<file path="src/rtl/sdi_pkg.sv">
// shared constants, register map and carrier types of the servo discrete-input block
package sdi_pkg;

  // ****************************************************************
  // clock and timing
  // ****************************************************************
  localparam int unsigned CLK_HZ          = 40_000_000;
  localparam int unsigned RESET_HOLD_MS   = 50;
  // a least time: converted to whole cycles with no rounding up
  localparam int unsigned RESET_HOLD_CYC  = (CLK_HZ / 1000 * RESET_HOLD_MS + 0) ;
  localparam int unsigned HOLD_W          = 22;

  // ****************************************************************
  // register map (byte addresses)
  // ****************************************************************
  localparam logic [7:0] ADDR_CTRL        = 8'h00;
  localparam logic [7:0] ADDR_STATUS      = 8'h04;
  localparam logic [7:0] ADDR_INT_STATUS  = 8'h08;
  localparam logic [7:0] ADDR_INT_CLEAR   = 8'h0c;
  localparam logic [7:0] ADDR_INT_ENABLE  = 8'h10;

  // control register fields
  localparam int unsigned CTRL_SLOW_STOP  = 0;
  localparam int unsigned CTRL_KEEP_BASE  = 1;
  localparam int unsigned CTRL_IO_LSB     = 2;
  localparam logic [3:0]  CTRL_RESET      = 4'h0;
  localparam int unsigned CTRL_W          = 4;

  // function of the bidirectional pin
  localparam logic [1:0] IO_UNUSED        = 2'h0;
  localparam logic [1:0] IO_FORCED_STOP   = 2'h1;
  localparam logic [1:0] IO_AUTO_MANUAL   = 2'h2;
  localparam logic [1:0] IO_TROUBLE_OUT   = 2'h3;

  // status register fields
  localparam int unsigned ST_BASE         = 4;
  localparam int unsigned ST_DBRAKE       = 5;
  localparam int unsigned ST_CCW          = 6;
  localparam int unsigned ST_CW           = 7;
  localparam int unsigned ST_FSTOP_IN     = 8;
  localparam int unsigned ST_AUTO_IN      = 9;
  localparam int unsigned ST_ALARM_LSB    = 16;

  // interrupt bits
  localparam int unsigned IRQ_W           = 5;
  localparam int unsigned IRQ_FSTOP       = 0;
  localparam int unsigned IRQ_ALARM       = 1;
  localparam int unsigned IRQ_ALARM_CLR   = 2;
  localparam int unsigned IRQ_STROKE      = 3;
  localparam int unsigned IRQ_RESUME      = 4;

  // alarms
  localparam int unsigned ALARM_W         = 8;
  // alarm types that a reset pulse may clear; the upper two stay latched
  localparam logic [7:0]  ALARM_RESETTABLE = 8'h3f;

  // ****************************************************************
  // types
  // ****************************************************************
  typedef enum logic [3:0] {
    SDI_OFF   = 4'h1,
    SDI_ON    = 4'h2,
    SDI_FSTOP = 4'h4,
    SDI_ALARM = 4'h8
  } sdi_state_t;

  typedef struct packed {
    logic servo_on_input;
    logic alarm_reset_input;
    logic fwd_stroke_end_input;
    logic rev_stroke_end_input;
    logic program_resume_input_1;
  } sdi_pins_t;

  typedef struct packed {
    logic base_enable;
    logic dyn_brake;
    logic servo_lock;
    logic sudden_stop;
    logic slow_stop;
    logic ccw_permit;
    logic cw_permit;
    logic program_mode;
    logic trouble_output;
  } sdi_drive_t;

endpackage

</file>
<file path="src/rtl/sdi_hold_timer.sv">
// pulse once a level has been held without a break for longer than a set time
`timescale 1ns/1ps
module sdi_hold_timer
  import sdi_pkg::*;
#(
  parameter logic [HOLD_W-1:0] HOLD = HOLD_W'(RESET_HOLD_CYC)
) (
  input  wire logic hclk,
  input  wire logic hresetn,
  input  wire logic level,
  output logic      fire
);

  logic [HOLD_W-1:0] cnt;
  logic [HOLD_W-1:0] next_cnt;
  logic              next_fire;

  // any gap restarts the count; saturating keeps one pulse per press
  always_comb begin
    next_fire = level && (cnt == HOLD);
    if (!level) begin
      next_cnt = '0;
    end else if (cnt == HOLD + HOLD_W'(1)) begin
      next_cnt = cnt;
    end else begin
      next_cnt = cnt + HOLD_W'(1);
    end
  end

  always_ff @(posedge hclk or negedge hresetn) begin
    if (!hresetn) begin
      cnt  <= '0;
      fire <= 1'b0;
    end else begin
      cnt  <= next_cnt;
      fire <= next_fire;
    end
  end

endmodule

</file>
<file path="src/rtl/sdi_core.sv">
// servo amplifier discrete control inputs with an AHB-Lite register slave
//
// Contract
// [RULE1] forced-stop off: stop, servo off, dynamic brake
// [RULE2] forced-stop on again leaves forced-stop state
// [RULE3] unassigned forced-stop and mode inputs read on
// [RULE4] servo-on enables base circuit, ready to run
// [RULE5] servo-on off cuts base, motor coasts
// [RULE6] alarm clears after reset held over 50ms
// [RULE7] some alarm types survive a reset pulse
// [RULE8] reset without alarm cuts base unless kept
// [RULE9] controller never resets while the motor runs
// [RULE10] both stroke ends on before starting
// [RULE11] stroke end off: sudden stop, servo lock
// [RULE12] slow-stop setting decelerates instead at stroke end
// [RULE13] spare functions map to bidirectional pin
// [RULE14] stroke ends gate each rotation direction
// [RULE15] resume input one releases first sync wait
//
// Local design decisions: the AHB-Lite interface to the registers and the register offsets.
`timescale 1ns/1ps
module sdi_core
  import sdi_pkg::*;
#(
  parameter logic [HOLD_W-1:0] RESET_HOLD = HOLD_W'(RESET_HOLD_CYC)
) (
  input  wire logic              hclk,
  input  wire logic              hresetn,
  input  wire logic              hsel,
  input  wire logic [31:0]       haddr,
  input  wire logic [1:0]        htrans,
  input  wire logic              hwrite,
  input  wire logic [2:0]        hsize,
  input  wire logic [31:0]       hwdata,
  input  wire logic              hready,
  output logic      [31:0]       hrdata,
  output logic                   hreadyout,
  output logic                   hresp,
  input  wire sdi_pins_t         pins,
  input  wire logic              io_pin_in,
  output logic                   io_pin_out,
  output logic                   io_pin_oen,
  input  wire logic [ALARM_W-1:0] alarm_raise,
  input  wire logic              motion_ccw_req,
  input  wire logic              motion_cw_req,
  input  wire logic              sync1_wait,
  output logic                   sync1_resume,
  output sdi_drive_t             drive,
  output logic                   irq
);

  // ****************************************************************
  // helpers
  // ****************************************************************
  function automatic logic rising(input logic now, input logic was);
    return now && !was;
  endfunction

  // ****************************************************************
  // bus slave
  // ****************************************************************
  logic             wr_pend;
  logic [7:0]       wr_addr;
  logic             next_wr_pend;
  logic [7:0]       next_wr_addr;
  logic [31:0]      next_hrdata;
  logic             addr_ok;
  logic             take;

  logic [CTRL_W-1:0] ctrl;
  logic [CTRL_W-1:0] next_ctrl;
  logic [IRQ_W-1:0]  int_status;
  logic [IRQ_W-1:0]  int_enable;
  logic [IRQ_W-1:0]  next_int_status;
  logic [IRQ_W-1:0]  next_int_enable;
  logic [IRQ_W-1:0]  events;
  logic [IRQ_W-1:0]  clr_mask;
  logic [31:0]       status_word;

  // only word-aligned addresses are decoded, whatever the size; anything else reads zero
  assign addr_ok   = (haddr[31:8] == 24'h000000) && (haddr[1:0] == 2'h0);
  assign take      = hsel && hready && htrans[1];
  assign hreadyout = 1'b1;
  assign hresp     = 1'b0;

  always_comb begin
    next_wr_pend = 1'b0;
    next_wr_addr = wr_addr;
    next_hrdata  = hrdata;
    if (take) begin
      next_wr_pend = hwrite && addr_ok;
      next_wr_addr = haddr[7:0];
      next_hrdata  = 32'h00000000;
      if (!hwrite && addr_ok) begin
        unique case (haddr[7:0])
          ADDR_CTRL:       next_hrdata = {{(32 - CTRL_W){1'b0}}, ctrl};
          ADDR_STATUS:     next_hrdata = status_word;
          ADDR_INT_STATUS: next_hrdata = {{(32 - IRQ_W){1'b0}}, int_status};
          ADDR_INT_ENABLE: next_hrdata = {{(32 - IRQ_W){1'b0}}, int_enable};
          default:         next_hrdata = 32'h00000000;
        endcase
      end
    end
  end

  always_ff @(posedge hclk or negedge hresetn) begin
    if (!hresetn) begin
      wr_pend <= 1'b0;
      wr_addr <= 8'h00;
      hrdata  <= 32'h00000000;
    end else begin
      wr_pend <= next_wr_pend;
      wr_addr <= next_wr_addr;
      hrdata  <= next_hrdata;
    end
  end

  // ****************************************************************
  // control and interrupt registers
  // ****************************************************************
  always_comb begin
    next_ctrl       = ctrl;
    next_int_enable = int_enable;
    clr_mask        = '0;
    if (wr_pend) begin
      unique case (wr_addr)
        ADDR_CTRL:       next_ctrl       = hwdata[CTRL_W-1:0];
        ADDR_INT_CLEAR:  clr_mask        = hwdata[IRQ_W-1:0];
        ADDR_INT_ENABLE: next_int_enable = hwdata[IRQ_W-1:0];
        default:         next_ctrl       = ctrl;
      endcase
    end
    // a new event in the clearing cycle stays set
    next_int_status = (int_status & ~clr_mask) | events;
  end

  always_ff @(posedge hclk or negedge hresetn) begin
    if (!hresetn) begin
      ctrl       <= CTRL_RESET;
      int_status <= '0;
      int_enable <= '0;
    end else begin
      ctrl       <= next_ctrl;
      int_status <= next_int_status;
      int_enable <= next_int_enable;
    end
  end

  assign irq = |(int_status & int_enable);

  // ****************************************************************
  // pin mapping
  // ****************************************************************
  logic [1:0] io_func;
  logic       fstop_on;
  logic       auto_sel;
  logic       next_io_out;
  logic       next_io_oen;

  assign io_func = ctrl[CTRL_IO_LSB +: 2];
  // with no pin assigned the function is held on internally
  assign fstop_on = (io_func == IO_FORCED_STOP) ? io_pin_in : 1'b1; // [RULE3] [RULE13]
  assign auto_sel = (io_func == IO_AUTO_MANUAL) ? io_pin_in : 1'b1; // [RULE3] [RULE13]

  // ****************************************************************
  // alarms
  // ****************************************************************
  logic [ALARM_W-1:0] alarm;
  logic [ALARM_W-1:0] next_alarm;
  logic               reset_fire;
  logic               alarm_any;

  sdi_hold_timer #(
    .HOLD    (RESET_HOLD)
  ) u_reset_hold (
    .hclk    (hclk),
    .hresetn (hresetn),
    .level   (pins.alarm_reset_input),
    .fire    (reset_fire)
  );

  always_comb begin
    next_alarm = alarm;
    if (reset_fire) begin
      next_alarm = alarm & ~ALARM_RESETTABLE; // [RULE6] [RULE7]
    end
    // a type raised in the reset cycle survives it
    next_alarm = next_alarm | alarm_raise;
  end

  always_ff @(posedge hclk or negedge hresetn) begin
    if (!hresetn) begin
      alarm <= '0;
    end else begin
      alarm <= next_alarm;
    end
  end

  assign alarm_any = |alarm;

  // ****************************************************************
  // servo state machine
  // ****************************************************************
  sdi_state_t state;
  sdi_state_t next_state;
  logic       rst_shut;
  logic       resume_was;
  logic       fstop_was;
  logic       stroke_was;
  logic       stroke_hit;
  logic       ccw_ok;
  logic       cw_ok;
  logic       next_resume;
  sdi_drive_t next_drive;

  // a reset press with no alarm cuts the base unless told to keep it
  assign rst_shut = pins.alarm_reset_input && !alarm_any
                    && !ctrl[CTRL_KEEP_BASE]; // [RULE8]

  always_comb begin
    next_state = state;
    if (!fstop_on) begin
      next_state = SDI_FSTOP; // [RULE1]
    end else begin
      unique case (state)
        SDI_FSTOP: next_state = SDI_OFF; // [RULE2]
        SDI_OFF: begin
          if (alarm_any) begin
            next_state = SDI_ALARM;
          end else if (pins.servo_on_input && !rst_shut) begin
            next_state = SDI_ON; // [RULE4]
          end
        end
        SDI_ON: begin
          if (alarm_any) begin
            next_state = SDI_ALARM;
          end else if (!pins.servo_on_input || rst_shut) begin
            next_state = SDI_OFF; // [RULE5] [RULE8]
          end
        end
        SDI_ALARM: begin
          if (!alarm_any) begin
            next_state = SDI_OFF;
          end
        end
      endcase
    end
  end

  // ****************************************************************
  // stroke ends and drive outputs
  // ****************************************************************
  // forward end guards ccw travel, reverse end guards cw travel
  assign ccw_ok     = pins.fwd_stroke_end_input; // [RULE14]
  assign cw_ok      = pins.rev_stroke_end_input; // [RULE14]
  // the controller is trusted to start with both ends closed
  assign stroke_hit = (state == SDI_ON)
                      && ((motion_ccw_req && !ccw_ok) || (motion_cw_req && !cw_ok)); // [RULE10]

  always_comb begin
    next_drive                = '0;
    next_drive.base_enable    = (state == SDI_ON);
    next_drive.dyn_brake      = (state == SDI_FSTOP); // [RULE1]
    // the base stays up during a stroke stop so the shaft is held
    next_drive.servo_lock     = (state == SDI_ON); // [RULE11]
    next_drive.sudden_stop    = stroke_hit && !ctrl[CTRL_SLOW_STOP]; // [RULE11]
    next_drive.slow_stop      = stroke_hit && ctrl[CTRL_SLOW_STOP]; // [RULE12]
    next_drive.ccw_permit     = ccw_ok && (state == SDI_ON);
    next_drive.cw_permit      = cw_ok && (state == SDI_ON);
    next_drive.program_mode   = auto_sel;
    next_drive.trouble_output = alarm_any;
    events                = '0;
    events[IRQ_FSTOP]     = rising(!fstop_on, fstop_was);
    events[IRQ_ALARM]     = |(alarm_raise & ~alarm);
    events[IRQ_ALARM_CLR] = alarm_any && !(|next_alarm);
    events[IRQ_STROKE]    = rising(stroke_hit, stroke_was);
    events[IRQ_RESUME]    = next_resume;
  end

  always_ff @(posedge hclk or negedge hresetn) begin
    if (!hresetn) begin
      state        <= SDI_OFF;
      drive        <= '0;
      fstop_was    <= 1'b0;
      stroke_was   <= 1'b0;
    end else begin
      state        <= next_state;
      drive        <= next_drive;
      fstop_was    <= !fstop_on;
      stroke_was   <= stroke_hit;
    end
  end

  // ****************************************************************
  // program resume
  // ****************************************************************
  // only a fresh press counts, so a held input cannot release two steps
  always_comb begin
    next_resume = sync1_wait
                  && rising(pins.program_resume_input_1, resume_was); // [RULE15]
  end

  always_ff @(posedge hclk or negedge hresetn) begin
    if (!hresetn) begin
      sync1_resume <= 1'b0;
      resume_was   <= 1'b0;
    end else begin
      sync1_resume <= next_resume;
      resume_was   <= pins.program_resume_input_1;
    end
  end

  // ****************************************************************
  // bidirectional pin
  // ****************************************************************
  // released unless it carries the trouble signal, so an input is never fought
  always_comb begin
    next_io_oen = (io_func != IO_TROUBLE_OUT); // [RULE13]
    next_io_out = (io_func == IO_TROUBLE_OUT) && alarm_any;
  end

  always_ff @(posedge hclk or negedge hresetn) begin
    if (!hresetn) begin
      io_pin_out <= 1'b0;
      io_pin_oen <= 1'b1;
    end else begin
      io_pin_out <= next_io_out;
      io_pin_oen <= next_io_oen;
    end
  end

  // ****************************************************************
  // status word
  // ****************************************************************
  always_comb begin
    status_word                                 = 32'h00000000;
    status_word[3:0]                            = state;
    status_word[ST_BASE]                        = drive.base_enable;
    status_word[ST_DBRAKE]                      = drive.dyn_brake;
    status_word[ST_CCW]                         = drive.ccw_permit;
    status_word[ST_CW]                          = drive.cw_permit;
    status_word[ST_FSTOP_IN]                    = fstop_on;
    status_word[ST_AUTO_IN]                     = auto_sel;
    status_word[ST_ALARM_LSB +: ALARM_W]        = alarm;
  end

endmodule

</file>
<file path="config.mk">
export PLATFORM = sky130hd
export DESIGN_NAME = sdi_core
export DESIGN_NICKNAME = d
export VERILOG_FILES = /design/src/rtl/sdi_pkg.sv /design/src/rtl/sdi_hold_timer.sv /design/src/rtl/sdi_core.sv
export SDC_FILE = /design/constraint.sdc
export NUM_CORES = 1
export LEC_CHECK = 0
export BUFFER_PORTS_ARGS = -buffer_cell sky130_fd_sc_hd__buf_4
export CORE_UTILIZATION = 39
export DETAILED_ROUTE_END_ITERATION = 10
export PLACE_DENSITY = 0.6
export SYNTH_ARGS = -nofsm -noshare
export SYNTH_HDL_FRONTEND = slang
export SYNTH_SLANG_ARGS = --single-unit
</file>
<file path="constraint.sdc">
create_clock -name hclk -period 2.6 [get_ports hclk]
set_input_delay 0.52 -clock hclk [delete_from_list [all_inputs] [get_ports hclk]]
set_output_delay 0.52 -clock hclk [all_outputs]
set_load 0.05 [all_outputs]
</file>
After elaboration in Yosys (flattened, before gate mapping)
Cells that the tools add are included.
Operators by class
  bitwise gates (word level): 7
  eq/ne operators: 19
  reduce and logical (&&, ||, !) cells: 48
  add/sub/neg operators: 1
  mux-type cells: 17
Operators by type and width (number)
  24-bit one-hot mux with 4 select lines: 1
  22-bit by 21-bit equality test with 1-bit output (second input constant): 2
  22-bit two-way mux: 2
  32-bit two-way mux: 1
  24-bit logical NOT: 1
  4-bit two-way mux: 6
  8-bit OR reduction: 3
  22-bit by 1-bit adder with 22-bit output (second input constant): 1
  1-bit logical AND: 22
  8-bit by 4-bit equality test with 1-bit output (second input constant): 2
  8-bit by 5-bit equality test with 1-bit output (second input constant): 2
  8-bit logical NOT: 2
  4-bit one-hot mux with 4 select lines: 1
  1-bit logical NOT: 13
  5-bit AND: 2
  5-bit two-way mux: 2
  8-bit AND: 1
  8-bit by 3-bit equality test with 1-bit output (second input constant): 1
  8-bit NOT: 1
  8-bit OR: 1
  6-bit two-way mux: 1
  5-bit NOT: 1
  5-bit OR: 1
  5-bit OR reduction: 1
  15 further kinds: 21
Word-level totals
  output and inout bits: 47
  word-level logic and storage cells: 116
  input bits: 91
  register bits after elaboration: 104

Logic depth before layout (Yosys ltp)
Gate-level depths: netlist of the first run.
  word-level depth: 10
  depth in mapped cells: 6
  gate-level depth less buffers: 5

Modules after synthesis
From an unflattened synthesis of the first run, not the netlist that was laid out.
Unflattened totals
  cell total of the unflattened synthesis: 382
  area total of the unflattened synthesis: 4184.0 um2
By module, submodules not included
  sdi_core: times used 1, area each 2951.6 um2, sequential area each 1679.1 um2, cells an instance 246
  sdi_hold_timer: times used 1, area each 1232.4 um2, sequential area each 575.6 um2, cells an instance 136

Least setup slack after synthesis of the first run
Ideal clock, no wire load.
  kind: input to register
  from: in haddr[1]
  to: reg hrdata[16]
  path slack: 0.572 ns
  library setup time: 0.065 ns
  data arrival time: 1.963 ns
  buffers on the path: 2
  required time: 2.535 ns
  stages on the path: 6
  cell sequence: or4_4 > buf_6 > nor4_4 > and3_4 > buf_6 > a22o_2
Between the ends
  cells in the longest elaborated chain, start to end: 4
  elaborated cells between the ends (all ways): 9
  those cells by class: 3 x eq/ne; 2 x mux; 4 x reduce/logical
RTL lines
  from (decl): RTL line sdi_core.sv:30  | input wire logic [31:0] haddr,
  parallel branches: the longest is 3 deep, another holds 24-bit one-hot mux with 4 select lines
  32-bit two-way mux *: RTL line sdi_core.sv:94  | if (!hwrite && addr_ok) begin
  to (signal assigned): RTL line sdi_core.sv:114  | hrdata <= next_hrdata;
  to (decl): RTL line sdi_core.sv:36  | output logic [31:0] hrdata,
Mark *: on every way between the ends.
A chain may end at the register's enable or synchronous reset.

Worst setup path in the final report of the first run
  from: reg wr_addr[1]
  to: reg int_status[1]
Between the ends
  cells in the longest elaborated chain, start to end: 6
RTL lines
  from (decl): RTL line sdi_core.sv:63  | logic [7:0] wr_addr;
  from (signal assigned): RTL line sdi_core.sv:113  | wr_addr <= next_wr_addr;
  8-bit by 4-bit equality test with 1-bit output: RTL line sdi_core.sv:126  | unique case (wr_addr)
  5-bit two-way mux: RTL line sdi_core.sv:126
  5-bit two-way mux: RTL line sdi_core.sv:125  | if (wr_pend) begin
  5-bit NOT: RTL line sdi_core.sv:134  | next_int_status = (int_status & ~clr_mask) | events;
  5-bit AND: RTL line sdi_core.sv:134
  5-bit OR: RTL line sdi_core.sv:134
  net next_int_status[1]: RTL line sdi_core.sv:74  | logic [IRQ_W-1:0] next_int_status;
  to (signal assigned): RTL line sdi_core.sv:144  | int_status <= next_int_status;
  to (decl): RTL line sdi_core.sv:72  | logic [IRQ_W-1:0] int_status;
The timed path passes the listed nets, and every way through them passes these cells.

==> results.py, run 1 <==
metrics = {
    "timing": {
        "fin_crit_sh_pct": 84.1,
        "worst_pin_slew_ps": 591,
        "finalSetupTns_ps": 0,
        "final.setup.worst_slack_ps": 415,
        "fin_skew_ps": 17.4,
        "slew_viol_final": 0,
        "slew_headroom_pct": 60.3,
        "max_freq_ghz": 0.458,
        "setup_viol": 0,
        "hold_viol_final": 0,
        "layout_min_cycle_time_ps": 2190,
        "rsz0062_at_grt": "false",
    },
    "synthesis": {
        "netlist_instances": 378,
        "syn-cell-area_um2": 4190,
        "syn_area_per_cell_um2": 11.1,
        "synth_edf_count": 0,
        "synth-seq-area-share_pct": 53.8,
        "ys_dominant_reg_cell": "dfrtp_1",
        "synth_cell_type_count": 55,
        "synthArstFlopShare_pct": 100,
        "yosys_warnings": 0,
        "ys_seq_elements": 90,
    },
    "clock_tree": {
        "cts_sinks": 90,
        "clkTransAtPathRegs_ps": 110,
        "root_buffer": "clkbuf_8",
        "clkLatencyLatePin_ps": 370,
        "cts_buffers": 9,
        "cts_resized": 0,
        "cts_tree": "built",
        "cts_buffer_depth": 2,
        "postCtsHoldBufs": 0,
        "h-tree-depth": 3,
        "postCtsSetupBuffers": 0,
    },
    "placed_design": {
        "routabilityCongestion": 0.840,
        "dp_hpwl_um": 6840,
        "dpl_cell_area_um2": 4950,
        "dp_slack_ps": 307,
        "io_buffers": 90,
    },
    "drt": {
        "vias": 3164,
        "drt-initial-drc-count": 99,
        "postRouteWirelength_um": 9160,
        "drc": 0,
        "routedWlPerCell_um": 15.0,
        "drtAntennaViolNets": 0,
        "drtPass1Iterations": 4,
        "via_per_inst": 5.17,
    },
    "grt": {
        "grt_max_degree": 44,
        "grt_pass1_wl_um": 15500,
        "grt_use_total_pct": 17.5,
        "grt_pass1_vias": 3113,
        "grt-ovfl-total": 0,
        "antenna_found_initial": 0,
    },
    "floorplan": {
        "start_util_pct": 40.4,
        "die_w_um": 106,
        "core-area_um2": 10400,
        "fp.dieH_um": 106,
        "ios": 138,
        "fp-row-count": 37,
        "die_area_um2": 11200,
    },
    "power_and_ir_drop": {
        "power_density_nw_per_um2": 545,
        "p_leak_nw": 2.33,
        "peakVddDrop_v": 0.000277,
    },
    "setup_path": {
        "reg2reg_to": "int_status[1]$_DFF_PN0_",
        "crit_chain": "or4_1 > nor4_2 > nand2_1 > a2111o_1",
        "r2r_setup_slack_ps": 410,
        "cp_max_fo": 5,
        "critPathTopFamily": "simple AND/OR/NAND/NOR gates",
        "endpoint_kind": "register",
        "startpoint_type": "register",
        "required_ps": 2870,
        "crit_buf_inv": 0,
        "crit_path_top_delay_cell": "or4_1",
        "crit_arrival_ps": 2450,
        "r2r_cells": 4,
        "regToRegStartpoint": "wr_addr[1]$_DFFE_PN0P_",
        "max_stage_delay_ps": 590,
        "worstSetupPathType": "register to register",
    },
    "finish": {
        "fin_area_um2": 5150,
        "final_common_cell": "buf_4",
        "antenna_cells": 0,
        "mostFrequentLayoutCells": "buf_4 (94), dfrtp_1 (88), nand2_1 (27)",
        "utilization_pct": 49.7,
        "layout-drive-gt1-share_pct": 31.3,
        "area_delta_synth_final_pct": 23.1,
        "fillers": 946,
        "final_nets": 565,
    },
    "run": {
        "drv_cap": 0,
    },
    "status": {
        "outcome": "complete, no violations",
    },
    "hold_path": {
        "worstHoldPathType": "input pin to async pin",
    },
}
-- worst max path at each step --
| stage | startpoint | slack [ps] | depth (start not counted) | endpoint |
|---|---|---|---|---|
| 5_1_grt | u_reset_hold.cnt[1]$_DFFE_PN0P_ | 290 | 5 | u_reset_hold.cnt[16]$_DFFE_PN0P_ |
| 4_1_cts | wr_addr[1]$_DFFE_PN0P_ | 370 | 4 | int_status[1]$_DFF_PN0_ |
| 6_report | wr_addr[1]$_DFFE_PN0P_ | 410 | 4 | int_status[1]$_DFF_PN0_ |
| 3_3_place_gp | haddr[8] | 340 | 5 | hrdata[7]$_DFFE_PN0P_ |
| 2_1_floorplan | haddr[1] | 570 | 6 | hrdata[16]$_DFFE_PN0P_ |
| 3_5_place_dp | haddr[8] | 310 | 5 | hrdata[21]$_DFFE_PN0P_ |
-- Yosys cell counts, types with 2 or more instances --
master,n,area (µm²)
a21o_1,7,52.6
nand3_1,15,75.1
xnor2_1,2,17.5
o21ai_0,12,60.1
nor4_1,5,31.3
nor3_1,11,55.1
nand2_1,27,101
clkbuf_1,6,22.5
conb_1,2,7.51
a221oi_1,5,43.8
buf_6,2,22.5
buf_4,17,128
o311ai_0,3,26.3
o21a_1,2,15.0
nor4_2,2,25.0
ha_1,3,37.5
a22o_1,3,26.3
o41ai_1,2,17.5
and3_1,7,43.8
dfstp_2,2,52.6
and2_1,3,18.8
nand2b_1,4,25.0
nor2_1,18,67.6
xor2_1,10,87.6
o2bb2ai_1,3,26.3
or3_1,7,43.8
and4_1,3,26.3
inv_1,20,75.1
a22o_2,10,100
a2111o_1,2,22.5
or4_1,9,67.6
o31ai_1,3,22.5
nor4b_1,5,43.8
mux2_2,17,191
nand4_1,5,31.3
a21oi_1,11,55.1
dfrtp_1,88,2200
or2_2,2,12.5
mux2i_1,4,40.0
o22ai_1,3,18.8
o2111ai_1,2,17.5
-- kinds of logic after synthesis --
| family | count (synthesis) | synth area share (%) |
|---|---|---|
| flops | 90 | 53.8 |
| buf+inv | 47 | 6.12 |
| fa+ha+maj | 4 | 1.14 |
| mux | 21 | 5.53 |
| simple gates | 131 | 18.0 |
| compound gates | 71 | 12.7 |
| xor+xnor | 12 | 2.51 |
| other cells | 2 | 0.179 |
-- through the flow --
step	hold WS, ps	cells	power [mW]
after CTS	134	612	2.85
after floorplan	224	392	1.75
after detailed placement	406	596	1.89
after global routing	146	612	2.95
after global placement	398	596	1.88
final	125	612	2.81
-- area by class of cell --
cell class | count | area [µm²] | area share (%)
clock buffers | 9 | 124 | 2.40
clock inverters | 7 | 76.3 | 1.48
inverters | 20 | 75.1 | 1.46
multi-input cells | 255 | 1730 | 33.5
flip-flops and latches | 90 | 2250 | 43.7
well taps | 136 | 170 | 3.30
repair buffers | 95 | 726 | 14.1
-- flip-flops by register name (all words and copies together) (netlist names), 4 cells and up --
| signal | cells |
|---|---|
| alarm | 8 |
| ctrl | 4 |
| drive | 8 |
| hrdata | 18 |
| int_enable | 5 |
| int_status | 5 |
| state | 4 |
| u_reset_hold.cnt | 22 |
| wr_addr | 8 |
-- layer usage --
metal | up-vias | part of all wire (%) | track usage (%) | routed length, µm
met4 | 0 | 0.90 | 4.46 | 82
met1 | 1527 | 46 | 23.6 | 4200
li1 | 1542 | - | - | -
met5 | - | 0 | 0 | 0
met2 | 86 | 48 | 28.5 | 4380
met3 | 9 | 5.4 | 4.21 | 499
-- worst register-to-register path, cell delays in order, from the launching register on --
cell,delay (ps)
dfrtp_1,390
or4_1,590
nor4_2,540
nand2_1,150
a2111o_1,420
-- power by group --
| part | internal (mW) | switching [mW] |
|---|---|---|
| sequential | 1.46 | 0.0583 |
| clock | 0.382 | 0.569 |
| combinational | 0.142 | 0.194 |
Power figures use the tool's default switching activity.
==> run 2, diff against run 1 <==
PLACE_DENSITY = 0.63   (was 0.6)
clock period = 2 ns   (was 2.6 ns; I/O delays follow)
==> results.py, run 2 (synthesized netlist as in run 1, its figures left out) <==
metrics = {
    "drt": {
        "via_per_inst": 5.07,
        "drt-initial-drc-count": 115,
        "drtPass1Iterations": 4,
        "routedWlPerCell_um": 14.6,
        "postRouteWirelength_um": 9190,
        "drtAntennaViolNets": 0,
        "vias": 3189,
        "drc": 0,
    },
    "timing": {
        "rsz0062_at_grt": "false",
        "fin_skew_ps": 17.3,
        "fin_crit_sh_pct": 94.0,
        "slew_viol_final": 0,
        "hold_viol_final": 0,
        "max_freq_ghz": 0.532,
        "setup_viol": 0,
        "layout_min_cycle_time_ps": 1880,
        "timing.hold.ws_ps": 163,
        "finalSetupTns_ps": 0,
    },
    "hold_path": {
        "worstHoldPathType": "input pin to register",
        "worstHoldPathCells": 1,
    },
    "grt": {
        "antenna_found_initial": 0,
        "grt-ovfl-total": 0,
        "grt_use_total_pct": 17.2,
        "grt_max_degree": 36,
        "grt_pass1_wl_um": 15000,
        "grt_pass1_vias": 3105,
    },
    "placed_design": {
        "dp_cells": 612,
        "io_buffers": 90,
        "routabilityCongestion": 0.801,
        "dp_hpwl_um": 7100,
    },
    "power_and_ir_drop": {
        "p_leak_nw": 2.41,
        "peakVddDrop_v": 0.000430,
        "power_density_nw_per_um2": 686,
    },
    "finish": {
        "largest_reg_flops": 22,
        "final_common_cell": "buf_4",
        "mostFrequentLayoutCells": "buf_4 (110), dfrtp_1 (88), nand2_1 (27)",
        "top_register": "u_reset_hold.cnt",
        "area_delta_synth_final_pct": 26.0,
        "final_nets": 582,
        "layout-drive-gt1-share_pct": 33.5,
        "final_cells": 629,
        "reg_top3": "u_reset_hold.cnt x22, hrdata x18",
        "antenna_cells": 0,
    },
    "status": {
        "outcome": "complete, no violations",
    },
    "floorplan": {
        "fp-row-count": 37,
        "die_w_um": 106,
        "ios": 138,
        "start_util_pct": 40.4,
        "core-area_um2": 10400,
        "fp.dieH_um": 106,
        "die_area_um2": 11200,
    },
    "setup_path": {
        "endpoint_kind": "register",
        "r2r_cells": 4,
        "cp_max_fo": 2,
        "crit_path_top_delay_cell": "or4b_2",
        "crit_arrival_ps": 2170,
        "startpoint_type": "register",
        "worstSetupPathType": "register to register",
        "max_stage_delay_ps": 620,
        "required_ps": 2290,
        "crit_chain": "or2_2 > a2111o_1 > or4b_2 > o2bb2ai_1",
    },
    "clock_tree": {
        "cts_buffers": 9,
        "clkTransAtPathRegs_ps": 110,
        "clkLatencyLatePin_ps": 360,
        "h-tree-depth": 3,
        "cts_sinks": 90,
        "cts_tree": "built",
        "root_buffer": "clkbuf_8",
        "cts_resized": 0,
        "cts_buffer_depth": 2,
    },
    "run": {
        "drv_cap": 0,
    },
}
==> run 2: cell types whose count changed in the layout (fill, tap and decap cells not counted), sizes merged <==
cell / before / now
inv: 24 / 25
dlygate4sd3: 0 / 1
buf: 95 / 111
clkinv: 3 / 2
==> run 2: repair_timing <==
item                       CTS  global route
setup endpoints to repair    0             1
hold buffers                 1             0
setup buffers                0             0
hold endpoints to repair    30             0
==> run 2: layout make-up <==
cell class | instances | area [µm²]
multi-input combinational | 255 | 1730
fill | 950 | 5090
tap | 136 | 170
sequential | 90 | 2250
clock inverter | 7 | 66.3
timing repair buffer | 112 | 856
clock buffer | 9 | 124
inverter | 20 | 75.1
==> run 2: through the flow <==
stage               instance area, µm²  util (%)  total power [mW]  setup WS [ps]
finish                            5280      50.9              3.62            120
global route                      5280      50.9              3.79           4.76
CTS                               5280      50.9              3.66           51.9
detailed placement                5070      48.9              2.46          -11.9
global placement                  5070      48.9              2.45          -34.7
floorplan                         4240         -              2.27           92.0
==> run 2: worst max-delay path, delay by kind of cell, from the launching register on <==
kind	cells	cell delay (ps)
AO/OA/AOI/OAI	2	490
flip-flops	1	390
AND/OR/NAND/NOR	2	920
==> run 2: per-layer routing <==
layer / vias to the layer above / GRT usage, % / routed length [µm]
li1: 1565 / - / -
met1: 1535 / 23.2 / 4340
met2: 77 / 27.7 / 4330
met3: 12 / 3.59 / 412
met4: 0 / 5.36 / 104
met5: - / 0 / 0
==> run 2: final timing paths <==
| check | end | start | slack (ps) |
|---|---|---|---|
| min in group asynchronous | hrdata[6]$_DFFE_PN0P_ | hresetn | 530 |
| max reg2reg | int_status[2]$_DFF_PN0_ | alarm[6]$_DFF_PN0_ | 120 |
| max in group asynchronous | state[0]$_DFFE_PN1P_ | hresetn | 830 |
| max | int_status[2]$_DFF_PN0_ | alarm[6]$_DFF_PN0_ | 120 |
| min reg2reg | sync1_resume$_DFF_PN0_ | resume_was$_DFF_PN0_ | 420 |
| min | resume_was$_DFF_PN0_ | pins[0] | 160 |
==> run 2: report_power, final <==
group / internal [mW] / switching, mW / total (mW)
combinational: 0.190 / 0.252 / 0.442
sequential: 1.90 / 0.0762 / 1.98
clock: 0.487 / 0.712 / 1.20
total: 2.58 / 1.04 / 3.62
==> run 3, diff against run 2 <==
clock period = 1.7 ns   (was 2 ns; I/O delays follow)
==> results.py, run 3 (synthesized netlist as in run 1, its figures left out) <==
metrics = {
    "timing": {
        "rsz0062_at_grt": "true",
        "timing.hold.ws_ps": 101,
        "hold_viol_final": 0,
        "fin_skew_ps": 12.6,
        "setup_viol": 6,
        "max_freq_ghz": 0.564,
        "slew_viol_final": 0,
        "final.setup.worst_slack_ps": -74.0,
        "layout_min_cycle_time_ps": 1770,
        "fin_crit_sh_pct": 104,
    },
    "clock_tree": {
        "clkLatencyLatePin_ps": 360,
        "cts_buffers": 9,
        "root_buffer": "clkbuf_8",
        "cts_tree": "built",
        "cts_buffer_depth": 2,
        "clkTransAtPathRegs_ps": 100,
        "h-tree-depth": 3,
        "cts_sinks": 90,
    },
    "setup_path": {
        "crit_arrival_ps": 2020,
        "crit_path_top_delay_cell": "or4_4",
        "endpoint_kind": "register",
        "worstSetupPathType": "register to register",
        "crit_chain": "or4_4 > nor4_4 > nand2_2 > a2111o_1",
        "startpoint_type": "register",
        "cp_max_fo": 2,
        "max_stage_delay_ps": 580,
        "required_ps": 1940,
    },
    "grt": {
        "grt_use_total_pct": 17.8,
        "grt_max_degree": 33,
        "grt-ovfl-total": 0,
        "grt_pass1_vias": 3298,
        "antenna_found_initial": 0,
        "grt_pass1_wl_um": 15800,
    },
    "finish": {
        "reg_top3": "u_reset_hold.cnt x22, hrdata x18",
        "final_nets": 606,
        "fillers": 939,
        "area_delta_synth_final_pct": 33.2,
        "mostFrequentLayoutCells": "buf_4 (131), dfrtp_1 (87), nand2_1 (24)",
        "largest_reg_flops": 22,
        "antenna_cells": 0,
        "final_common_cell": "buf_4",
        "layout-drive-gt1-share_pct": 40.0,
        "utilization_pct": 53.8,
        "top_register": "u_reset_hold.cnt",
    },
    "drt": {
        "drtAntennaViolNets": 0,
        "drtPass1Iterations": 4,
        "routedWlPerCell_um": 14.7,
        "drt-initial-drc-count": 137,
        "via_per_inst": 5.12,
        "postRouteWirelength_um": 9590,
        "drc": 0,
        "vias": 3345,
    },
    "placed_design": {
        "routabilityCongestion": 0.830,
        "io_buffers": 90,
        "dp_hpwl_um": 7320,
        "dp_slack_ps": -276,
    },
    "floorplan": {
        "die_area_um2": 11200,
        "die_w_um": 106,
        "start_util_pct": 40.4,
        "fp-row-count": 37,
        "fp.dieH_um": 106,
        "core-area_um2": 10400,
        "ios": 138,
    },
    "power_and_ir_drop": {
        "power_density_nw_per_um2": 775,
        "peakVddDrop_v": 0.000406,
        "p_total_mw": 4.32,
        "p_leak_nw": 2.55,
    },
    "run": {
        "drv_cap": 0,
    },
    "hold_path": {
        "worstHoldPathType": "input pin to register",
    },
    "status": {
        "outcome": "finished with violations",
        "violations": "setup timing",
    },
}
-- run 3: cell count changes in the layout (fill, tap and decap cells not counted), moves of 3 or more --
cell	change
buf_4	+21
nor4b_2	+3
nand2_2	+3
nor4b_1	-3
inv_6	-3
nand2_1	-3
-- run 3: routing by layer --
metal | up-vias | wire length (µm) | share of wire [%] | track usage, %
li1 | 1614 | - | - | -
met1 | 1618 | 4300 | 45 | 23.0
met2 | 102 | 4660 | 49 | 30.1
met3 | 11 | 503 | 5.2 | 3.65
met4 | 0 | 134 | 1.4 | 5.36
met5 | - | 0 | 0 | 0
-- run 3: timing repair --
item / CTS / global route
gates resized for setup: 7 / 16
setup buffers: 4 / 5
hold endpoints to repair: 20 / 0
hold buffers: 1 / 0
pin swaps: 7 / 6
setup endpoints to repair: 16 / 20
-- run 3: power by group --
group / total [mW] / leakage [nW] / switching (mW) / internal [mW]
Sequential: 2.33 / 1.13 / 0.0924 / 2.24
Clock: 1.42 / 0.0942 / 0.847 / 0.576
Combinational: 0.569 / 1.32 / 0.320 / 0.249
-- run 3: area by class of cell --
cell class | count | area, µm² | area share, %
clock buffer | 9 | 124 | 2.22
sequential | 90 | 2260 | 40.4
timing repair buffer | 136 | 1060 | 18.9
tap | 136 | 170 | 3.05
inverter | 20 | 75.1 | 1.35
multi-input combinational | 255 | 1820 | 32.7
clock inverter | 7 | 73.8 | 1.32
-- run 3: final timing paths --
path	from	endpoint	slack, ps	cells past startpoint
min reg2reg	resume_was$_DFF_PN0_	sync1_resume$_DFF_PN0_	410	1
min	pins[0]	resume_was$_DFF_PN0_	100	1
max reg2reg	wr_addr[7]$_DFFE_PN0P_	int_status[1]$_DFF_PN0_	-70	4
max	wr_addr[7]$_DFFE_PN0P_	int_status[1]$_DFF_PN0_	-70	4
max in group asynchronous	hresetn	wr_addr[3]$_DFFE_PN0P_	750	3
min in group asynchronous	hresetn	hrdata[7]$_DFFE_PN0P_	440	2
-- run 3: worst max-delay path, delay by kind of cell, from the launching register on --
| family | cells | cell delay, ps |
|---|---|---|
| simple gates | 3 | 890 |
| flops | 1 | 390 |
| compound gates | 1 | 380 |
-- run 3: through the flow --
step | cell area, µm² | std cells | TNS, ps
2_1_floorplan | 4260 | 392 | -1710
3_3_place_gp | 5230 | 628 | -5820
3_5_place_dp | 5230 | 628 | -5510
4_1_cts | 5480 | 648 | -223
5_1_grt | 5580 | 653 | -680
6_report | 5580 | 653 | -280
